File: config.mk
export PLATFORM = sky130hd
export DESIGN_NAME = wdt_top
export DESIGN_NICKNAME = d
export VERILOG_FILES = /design/src/wdt_pkg.sv /design/src/wdt_tick_if.sv /design/src/wdt_top.sv /design/src/wdt_tick.sv
export SDC_FILE = /design/constraint.sdc
export NUM_CORES = 1
export LEC_CHECK = 0
export CAP_MARGIN = 20
export CORE_MARGIN = 2
export CORE_UTILIZATION = 60
export CTS_BUF_LIST = sky130_fd_sc_hd__clkbuf_8 sky130_fd_sc_hd__clkbuf_16
export CTS_CLUSTER_DIAMETER = 100
export DETAILED_ROUTE_END_ITERATION = 8
export DONT_BUFFER_PORTS = 1
export PLACE_DENSITY = 0.85
export SYNTH_ARGS = -nofsm -noshare
export SYNTH_HDL_FRONTEND = slang
export SYNTH_SLANG_ARGS = --single-unit
File: constraint.sdc
create_clock -name core_clk_in -period 3.55 [get_ports core_clk_in]
set_input_delay 0.71 -clock core_clk_in [delete_from_list [all_inputs] [get_ports core_clk_in]]
set_output_delay 0.71 -clock core_clk_in [all_outputs]
set_load 0.03 [all_outputs]
File: src/wdt_pkg.sv
// Purpose: Constants shared by the watchdog timer design files
// Assumes: APB byte address is four times the register index
// Notes: Register indices double as word indices on the bus
package wdt_pkg;

  localparam int unsigned APB_AW = 18;
  localparam int unsigned IDX_W = 16;

  // Register indices
  localparam logic [IDX_W-1:0] IDX_CSR = 16'hffb2;
  localparam logic [IDX_W-1:0] IDX_CNT = 16'hffb3;
  localparam logic [IDX_W-1:0] IDX_PFS3 = 16'hffca;
  localparam logic [IDX_W-1:0] IDX_MODULE_CLOCK_STOP_TWO = 16'hfffb;
  localparam logic [IDX_W-1:0] IDX_IRQ_STAT = 16'hffd0;
  localparam logic [IDX_W-1:0] IDX_IRQ_MASK = 16'hffd1;

  // Reset values
  localparam logic [7:0] CSR_RST = 8'haa;
  localparam logic [7:0] CNT_RST = 8'h00;
  localparam logic [7:0] PFS3_RST = 8'h00;
  localparam logic [7:0] MODULE_CLOCK_STOP_TWO_RST = 8'hff;
  localparam logic [7:0] IRQ_RST = 8'h00;

  // Control/status field positions; inhibit bits are the odd ones
  localparam int unsigned CSR_CWE_INH = 7;
  localparam int unsigned CSR_CWE = 6;
  localparam int unsigned CSR_SRE_INH = 5;
  localparam int unsigned CSR_SRE = 4;
  localparam int unsigned CSR_RUN_INH = 3;
  localparam int unsigned CSR_RUN = 2;
  localparam int unsigned CSR_FLAG_INH = 1;
  localparam int unsigned CSR_FLAG = 0;
  localparam logic [7:0] CSR_INH_ONES = 8'haa;
  localparam int unsigned PFS3_CKS_BIT = 5;
  localparam int unsigned MODULE_CLOCK_STOP_TWO_WD_BIT = 2;

  // Interrupt status bits
  localparam int unsigned IRQ_OVF = 0;
  localparam int unsigned IRQ_WREJ = 1;

  // Timing counts
  localparam int unsigned SYS_DIV_DEF = 8192;
  localparam int unsigned WCLK_DIV_DEF = 32;
  localparam int unsigned RST_PULSE_CYC = 512;
  localparam logic [8:0] RST_CNT_LAST = 9'h1ff;
  localparam logic [7:0] CNT_MAX = 8'hff;

  typedef enum logic [1:0] {
    WDT_ST_IDLE = 2'b01,
    WDT_ST_RST = 2'b10
  } wdt_rst_state_e;

  function automatic logic [APB_AW-1:0] wdt_addr(input logic [IDX_W-1:0] idx);
    return {idx, 2'b00};
  endfunction : wdt_addr

endpackage : wdt_pkg

File: src/wdt_tick_if.sv
// Purpose: Carries prescaler control and count tick between watchdog modules
// Assumes: Single clock domain
// Notes: wclk_pin is raw and is synchronised in the prescaler
`timescale 1ns/1ps
interface wdt_tick_if;
  logic cen;
  logic count_en;
  logic sel;
  logic wclk_pin;
  logic tick;
  modport ctl (output cen, output count_en, output sel, output wclk_pin, input tick);
  modport gen (input cen, input count_en, input sel, input wclk_pin, output tick);
endinterface : wdt_tick_if

File: src/wdt_top.sv
// Purpose: Eight-bit watchdog counter with chip reset on overflow, APB slave
// Assumes: Oscillator clock equals core_clk_in; APB data 32 bits
// Notes: Read data is captured in the setup cycle, one wait-free access
//
// The implementer's own choice: register access over APB.
`timescale 1ns/1ps

// Overview of operation
// Eight-bit counter steps by one on each selected input clock tick.
// Tick source is system clock over 8192 or watch clock over 32.
// Overflow without rewrite drives an internal reset of the whole chip.
// Loaded counter value sets overflow time from 1 to 256 ticks.
// Watchdog can be put alone into module standby while unused.
// Reset loads control 0xaa, counter 0x00, clock stop 0xff, port 0x00.
// Write-inhibit bits always read one and store nothing.
// Counter write enable changes only when bit 7 is written zero.
// Counter writes ignored unless counter write enable is one.
// Register write enable changes only when bit 5 is written zero.
// Register write enable gates writes to run bit and reset flag.
// Run bit starts and stops counting; needs enable and inhibit zero.
// Wrap from 0xff to 0x00 raises chip reset and sets reset flag.
// Chip reset pulse lasts 512 oscillator cycles.
// Clock select zero picks system divide, one picks watch divide.
// Inhibited bits keep old values; enabled bits in same write update.
// Software reloads the counter before overflow in normal operation.
module wdt_top
  import wdt_pkg::*;
#(
  parameter int unsigned SYS_DIV = SYS_DIV_DEF,
  parameter int unsigned WCLK_DIV = WCLK_DIV_DEF
) (
  // Clock, reset, enable
  input wire logic core_clk_in,
  input wire logic rst_in,
  input wire logic ce_in,
  // APB slave
  input wire logic psel_in,
  input wire logic penable_in,
  input wire logic pwrite_in,
  input wire logic [APB_AW-1:0] paddr_in,
  input wire logic [31:0] pwdata_in,
  input wire logic [3:0] pstrb_in,
  output logic [31:0] prdata_out,
  output logic pready_out,
  output logic pslverr_out,
  // Watch clock pin
  input wire logic wclk_in,
  // System outputs
  output logic chip_reset_out,
  output logic irq_out,
  output logic standby_out
);

  wdt_tick_if tif ();

  logic pready_reg;
  logic [31:0] prdata_reg;
  logic pslverr_reg;
  logic cwe_reg;
  logic sre_reg;
  logic run_reg;
  logic flag_reg;
  logic [7:0] cnt_reg;
  logic [7:0] pfs3_reg;
  logic [7:0] module_clock_stop_two_reg;
  logic [7:0] irq_stat_reg;
  logic [7:0] irq_stat_next;
  logic [7:0] irq_mask_reg;
  logic irq_reg;
  logic standby_reg;
  logic chip_reset_reg;
  logic [8:0] rst_cnt_reg;
  wdt_rst_state_e rst_state_reg;

  logic [7:0] wd;
  logic [7:0] csr_rd;
  logic [7:0] rd_mux;
  logic hit;
  logic acc;
  logic wr_stb;
  logic wr_csr;
  logic wr_cnt;
  logic cnt_load;
  logic cnt_rej;
  logic tick_run;
  logic ovf;

  function automatic logic is_reg(input logic [APB_AW-1:0] a, input logic [IDX_W-1:0] idx);
    return a == wdt_addr(idx);
  endfunction : is_reg

  assign wd = pwdata_in[7:0];
  assign acc = psel_in && penable_in && pready_reg && ce_in;
  assign wr_stb = acc && pwrite_in && pstrb_in[0];
  assign wr_csr = wr_stb && is_reg(paddr_in, IDX_CSR);
  assign wr_cnt = wr_stb && is_reg(paddr_in, IDX_CNT);
  assign cnt_load = wr_cnt && cwe_reg;
  assign cnt_rej = wr_cnt && !cwe_reg;
  assign tick_run = tif.tick && run_reg;
  assign ovf = tick_run && cnt_reg == CNT_MAX && !cnt_load;

  // Inhibit positions always read as one
  assign csr_rd = CSR_INH_ONES | {1'b0, cwe_reg, 1'b0, sre_reg, 1'b0, run_reg, 1'b0, flag_reg};

  always_comb begin
    hit = 1'b1;
    rd_mux = 8'h00;
    if (is_reg(paddr_in, IDX_CSR)) begin
      rd_mux = csr_rd;
    end else if (is_reg(paddr_in, IDX_CNT)) begin
      rd_mux = cnt_reg;
    end else if (is_reg(paddr_in, IDX_PFS3)) begin
      rd_mux = pfs3_reg;
    end else if (is_reg(paddr_in, IDX_MODULE_CLOCK_STOP_TWO)) begin
      rd_mux = module_clock_stop_two_reg;
    end else if (is_reg(paddr_in, IDX_IRQ_STAT)) begin
      rd_mux = irq_stat_reg;
    end else if (is_reg(paddr_in, IDX_IRQ_MASK)) begin
      rd_mux = irq_mask_reg;
    end else begin
      hit = 1'b0;
    end
  end

  // Answer prepared in setup so every output leaves a flip-flop
  always_ff @(posedge core_clk_in or posedge rst_in) begin
    if (rst_in) begin
      pready_reg <= 1'b0;
      prdata_reg <= 32'h0000_0000;
      pslverr_reg <= 1'b0;
    end else if (ce_in) begin
      if (psel_in && !penable_in) begin
        pready_reg <= 1'b1;
        prdata_reg <= {24'h00_0000, rd_mux};
        pslverr_reg <= !hit;
      end else if (acc) begin
        pready_reg <= 1'b0;
        pslverr_reg <= 1'b0;
      end
    end
  end

  // Each bit judged against its own inhibit in the same write
  always_ff @(posedge core_clk_in or posedge rst_in) begin
    if (rst_in) begin
      cwe_reg <= CSR_RST[CSR_CWE];
      sre_reg <= CSR_RST[CSR_SRE];
      run_reg <= CSR_RST[CSR_RUN];
    end else if (ce_in && wr_csr) begin
      if (!wd[CSR_CWE_INH]) begin
        cwe_reg <= wd[CSR_CWE];
      end
      if (!wd[CSR_SRE_INH]) begin
        sre_reg <= wd[CSR_SRE];
      end
      if (sre_reg && !wd[CSR_RUN_INH]) begin
        run_reg <= wd[CSR_RUN];
      end
    end
  end

  // Flag only cleared by writing zero; an overflow in that cycle wins
  always_ff @(posedge core_clk_in or posedge rst_in) begin
    if (rst_in) begin
      flag_reg <= CSR_RST[CSR_FLAG];
    end else if (ce_in) begin
      if (ovf) begin
        flag_reg <= 1'b1;
      end else if (wr_csr && sre_reg && !wd[CSR_FLAG_INH] && !wd[CSR_FLAG]) begin
        flag_reg <= 1'b0;
      end
    end
  end

  // Software load takes priority over a tick in the same cycle
  always_ff @(posedge core_clk_in or posedge rst_in) begin
    if (rst_in) begin
      cnt_reg <= CNT_RST;
    end else if (ce_in) begin
      if (cnt_load) begin
        cnt_reg <= wd;
      end else if (tick_run) begin
        cnt_reg <= cnt_reg + 8'h01;
      end
    end
  end

  always_ff @(posedge core_clk_in or posedge rst_in) begin
    if (rst_in) begin
      pfs3_reg <= PFS3_RST;
      module_clock_stop_two_reg <= MODULE_CLOCK_STOP_TWO_RST;
      irq_mask_reg <= IRQ_RST;
    end else if (ce_in && wr_stb) begin
      if (is_reg(paddr_in, IDX_PFS3)) begin
        pfs3_reg <= wd;
      end
      if (is_reg(paddr_in, IDX_MODULE_CLOCK_STOP_TWO)) begin
        module_clock_stop_two_reg <= wd;
      end
      if (is_reg(paddr_in, IDX_IRQ_MASK)) begin
        irq_mask_reg <= wd;
      end
    end
  end

  // Standby request waits until the run bit is cleared
  always_ff @(posedge core_clk_in or posedge rst_in) begin
    if (rst_in) begin
      standby_reg <= 1'b0;
    end else if (ce_in) begin
      standby_reg <= !module_clock_stop_two_reg[MODULE_CLOCK_STOP_TWO_WD_BIT] && !run_reg;
    end
  end

  // Prescaler runs only while counting and not in standby
  assign tif.cen = ce_in;
  assign tif.count_en = run_reg && !standby_reg;
  assign tif.sel = pfs3_reg[PFS3_CKS_BIT];
  assign tif.wclk_pin = wclk_in;

  wdt_tick #(
    .SYS_DIV(SYS_DIV),
    .WCLK_DIV(WCLK_DIV)
  ) u_tick (
    .core_clk_in(core_clk_in),
    .rst_in(rst_in),
    .tif(tif)
  );

  // Reset pulse starts one cycle after the overflow; repeats are ignored
  always_ff @(posedge core_clk_in or posedge rst_in) begin
    if (rst_in) begin
      rst_state_reg <= WDT_ST_IDLE;
      rst_cnt_reg <= 9'h000;
      chip_reset_reg <= 1'b0;
    end else if (ce_in) begin
      case (rst_state_reg)
        WDT_ST_IDLE: begin
          if (ovf) begin
            rst_state_reg <= WDT_ST_RST;
            rst_cnt_reg <= 9'h000;
            chip_reset_reg <= 1'b1;
          end
        end
        WDT_ST_RST: begin
          if (rst_cnt_reg == RST_CNT_LAST) begin
            rst_state_reg <= WDT_ST_IDLE;
            chip_reset_reg <= 1'b0;
          end else begin
            rst_cnt_reg <= rst_cnt_reg + 9'h001;
          end
        end
        default: begin
          rst_state_reg <= WDT_ST_IDLE;
          chip_reset_reg <= 1'b0;
        end
      endcase
    end
  end

  // Pulse length as seen on the pin, kept apart from the sequencer's own count
  logic [9:0] pulse_len_reg;
  always_ff @(posedge core_clk_in or posedge rst_in) begin
    if (rst_in) begin
      pulse_len_reg <= 10'h000;
    end else if (ce_in) begin
      pulse_len_reg <= chip_reset_reg ? pulse_len_reg + 10'h001 : 10'h000;
    end
  end

  // Sticky events: set beats a write-one clear in the same cycle
  always_comb begin
    irq_stat_next = irq_stat_reg;
    if (wr_stb && is_reg(paddr_in, IDX_IRQ_STAT)) begin
      irq_stat_next = irq_stat_reg & ~wd;
    end
    irq_stat_next[IRQ_OVF] = irq_stat_next[IRQ_OVF] | ovf;
    irq_stat_next[IRQ_WREJ] = irq_stat_next[IRQ_WREJ] | cnt_rej;
  end

  always_ff @(posedge core_clk_in or posedge rst_in) begin
    if (rst_in) begin
      irq_stat_reg <= IRQ_RST;
      irq_reg <= 1'b0;
    end else if (ce_in) begin
      irq_stat_reg <= irq_stat_next;
      irq_reg <= |(irq_stat_next & irq_mask_reg);
    end
  end

  assign prdata_out = prdata_reg;
  assign pready_out = pready_reg;
  assign pslverr_out = pslverr_reg;
  assign chip_reset_out = chip_reset_reg;
  assign irq_out = irq_reg;
  assign standby_out = standby_reg;
endmodule : wdt_top

File: src/wdt_tick.sv
// Purpose: Watchdog input clock prescaler, system or watch clock source
// Assumes: Watch clock pin is asynchronous and much slower than core_clk_in
// Notes: Prescalers restart from zero each time counting is enabled
`timescale 1ns/1ps
module wdt_tick
  import wdt_pkg::*;
#(
  parameter int unsigned SYS_DIV = SYS_DIV_DEF,
  parameter int unsigned WCLK_DIV = WCLK_DIV_DEF
) (
  // Clock and reset
  input wire logic core_clk_in,
  input wire logic rst_in,
  // Control and tick
  wdt_tick_if.gen tif
);

  localparam int unsigned SW = $clog2(SYS_DIV);
  localparam int unsigned WW = $clog2(WCLK_DIV);
  localparam logic [SW-1:0] SYS_LAST = SW'(SYS_DIV - 1);
  localparam logic [WW-1:0] WCLK_LAST = WW'(WCLK_DIV - 1);

  logic [2:0] wsync_reg;
  logic wlvl_reg;
  logic [SW-1:0] sys_cnt_reg;
  logic [WW-1:0] wcnt_reg;
  logic tick_reg;
  logic wrise;

  // Watch level changes only once the two later stages agree
  always_ff @(posedge core_clk_in or posedge rst_in) begin
    if (rst_in) begin
      wsync_reg <= 3'h0;
      wlvl_reg <= 1'b0;
    end else if (tif.cen) begin
      wsync_reg <= {wsync_reg[1:0], tif.wclk_pin};
      if (wsync_reg[1] == wsync_reg[2]) begin
        wlvl_reg <= wsync_reg[2];
      end
    end
  end

  assign wrise = (wsync_reg[1] == wsync_reg[2]) && wsync_reg[2] && !wlvl_reg;

  always_ff @(posedge core_clk_in or posedge rst_in) begin
    if (rst_in) begin
      sys_cnt_reg <= '0;
      wcnt_reg <= '0;
      tick_reg <= 1'b0;
    end else if (tif.cen) begin
      if (!tif.count_en) begin
        sys_cnt_reg <= '0;
        wcnt_reg <= '0;
        tick_reg <= 1'b0;
      end else begin
        sys_cnt_reg <= (sys_cnt_reg == SYS_LAST) ? '0 : sys_cnt_reg + 1'b1;
        if (wrise) begin
          wcnt_reg <= (wcnt_reg == WCLK_LAST) ? '0 : wcnt_reg + 1'b1;
        end
        // Source select: 0 system divide, 1 watch divide
        tick_reg <= tif.sel ? (wrise && wcnt_reg == WCLK_LAST) : (sys_cnt_reg == SYS_LAST);
      end
    end
  end

  assign tif.tick = tick_reg;
endmodule : wdt_tick

==> flow_summary.toml <==
[status]
status = "finished clean"

[detailed_routing]
num_vias = 3780
drc_errors = 0
wl_per_cell_um = 18.4
dr.pass1.iters = 5
drt-total-wl_mm = 10.9
detail-route-antenna-nets = 0
first_iter_violations = 343
via_per_inst = 6.40

[synthesis]
syn-cell-area_mm2 = 0.00487
ys_types = 62
avgSynthCellArea_um2 = 10.2
postSynthCellCount = 480
synthArstFlopShare_pct = 100
ys_seq_area_share_pct = 46.5
synth_edf_count = 0
ys_ff_latch = 90
synth-main-ff-cell = "dfrtp_1"
yosysWarningCount = 0

[cells_and_area]
final_util_pct = 65.3
fin_nets = 552
area_growth_pct = 4.67
final_layout_size_suffix_gt1_share_pct = 16.2
largest_reg_flops = 13
diodes = 0
final_common_cell = "dfrtp_1"
layout_common_cells = "81 x dfrtp_1, 40 x nand2_1, 35 x mux2_2"

[power]
p_int_mw = 1.37
p_leak_nw = 2.22
power_frac_comb_pct = 6.3
p_switching_mw = 0.472
power.density_mw_per_mm2 = 362
switching_share_pct = 25.6
clock_power_share_pct = 35.2
irDropWorstVdd_uv = 305
p_seq_share_pct = 58.5

[setup_path]
rr_startpoint = "cnt_reg[0]"
cp_slowest_stage_delay_ps = 790
r2r_slack_ps = 700
r2r-end = "rst_cnt_reg[7]"
reg2regPathDepth = 7
startpoint_type = "flip-flop"
arrival_ps = 3140
crit_chain = "ha_1, and3_1, nand3_1, a2111oi_1, o21ai_1, or3_1, a21oi_1"
crit_required_ps = 3840
critical_path_class = "flip-flop to flip-flop"
crit_path_top_delay_cell = "a2111oi_1"
worst_setup_path_end_kind = "flip-flop"
crit_end = "rst_cnt_reg[7]"
worst-path-max-fanout = 5
critPathLaunch = "cnt_reg[0]"

[floorplan]
core_area_mm2 = 0.00781
die_x_um = 94.1
initial_core_util_pct = 62.4
die_y_um = 94.1
dieArea_mm2 = 0.00886
rows = 32
pin_count = 98

[timing]
setup_violations = 0
max_freq_ghz = 0.350
slew_headroom_pct = 43.0
hold_violations = 0
maxSlewViolCount = 0
timing.setup.tns_ps = 0
holdWs_ps = 153
period_needed_ps = 2850
finClkSkew_ps = 10.4
tightest_slew_ps = 853
rsz0062_at_grt = "false"
finalCritPeriodShare_pct = 80.4

[clocking]
cts_resized = 0
path_clk_slew_ps = 90
cts_sinks = 90
cts_buffer_depth = 2
cts-root-buf = "clkbuf_8"
insertion_delay_ps = 360
cts_setup_buffers = 0
cts_buffers = 9
cts_max_level = 3
cts_hold_buf = 0
cts_tree = "built"

[run]
drv_cap = 0

[global_routing]
first_global_vias = 3688
grt_usage_pct = 26.3
grt_first_pass_wirelength_mm = 18.0
grt_overflow = 0
antenna_found_initial = 0
grt_max_degree = 46

[placed_design]
port_buffers = 0
place_congestion = 0.939
dpl.hpwl_mm = 7.78

[worst_hold_path]
hold_class = "input pin to async pin"
final cells by class:
cell class | count | area (um2)
multi-input cells | 358 | 2400
fillers | 594 | 2710
well taps | 102 | 128
repair buffers | 10 | 72.6
flip-flops and latches | 90 | 2260
clock inverters | 5 | 30.0
clock buffers | 11 | 151
inverters | 15 | 57.6
critical path, delay by kind of cell, from the launching register on:
family | cells | cell delay, ps
adders and majority gates | 1 | 240
AOI/OAI and AO/OA | 3 | 1260
and+or+nand+nor | 3 | 830
DFF | 1 | 450
Yosys cell counts (11+ instances only):
master | number | area [um2]
a21oi_1 | 19 | 95.1
buf_4 | 24 | 180
clkbuf_1 | 15 | 56.3
dfrtp_1 | 81 | 2030
inv_1 | 15 | 56.3
mux2_2 | 35 | 394
mux2i_1 | 12 | 120
nand2_1 | 40 | 150
nand3_1 | 15 | 75.1
nor2_1 | 16 | 60.1
nor2b_1 | 12 | 75.1
nor3_1 | 12 | 60.1
nor3b_1 | 11 | 82.6
o21ai_0 | 34 | 170
stage by stage:
step / worst slack (ps) / cells / cell area (um2) / power, mW
4_1_cts: 722 / 590 / 5090 / 1.86
2_1_floorplan: 520 / 503 / 4960 / 1.22
5_1_grt: 384 / 591 / 5100 / 1.93
6_report: 696 / 591 / 5100 / 1.84
3_5_place_dp: 615 / 574 / 4910 / 1.22
3_3_place_gp: 699 / 574 / 4910 / 1.21
worst min-delay path by stage:
stage | endpoint | depth (start not counted)
3_5_place_dp | pfs3_reg[4] | 1
3_3_place_gp | rst_cnt_reg[8] | 2
6_report | u_tick.sys_cnt_reg[7] | 1
2_1_floorplan | rst_cnt_reg[8] | 2
5_1_grt | u_tick.sys_cnt_reg[6] | 1
4_1_cts | u_tick.sys_cnt_reg[2] | 1
kinds of logic (layout without fill, tap and decap cells):
logic type,count (synthesis),after routing,share of synthesized area [%]
XOR/XNOR,6,6,1.08
other,1,24,0.0770
AO/OA/AOI/OAI,114,114,15.2
adder cells (fa/ha/maj),7,7,1.80
multiplexers,48,48,10.8
flip-flops,90,90,46.5
buffers and inverters,55,41,6.11
AND/OR/NAND/NOR,159,159,18.5
layer usage:
layer | track usage [%] | part of all wire, %
met1 | 34.6 | 43
met2 | 42.6 | 48
met4 | 8.94 | 1.7
met5 | 0 | 0
met3 | 6.58 | 7.4
power groups by stage:
stage	registers [mW]	logic (mW)	clock network, mW
5_1_grt	1.08	0.132	0.712
4_1_cts	1.08	0.119	0.658
3_5_place_dp	1.10	0.118	0
6_report	1.08	0.117	0.649
2_1_floorplan	1.09	0.130	0
3_3_place_gp	1.10	0.114	0
Note: power is estimated with default switching activity, not from simulation.
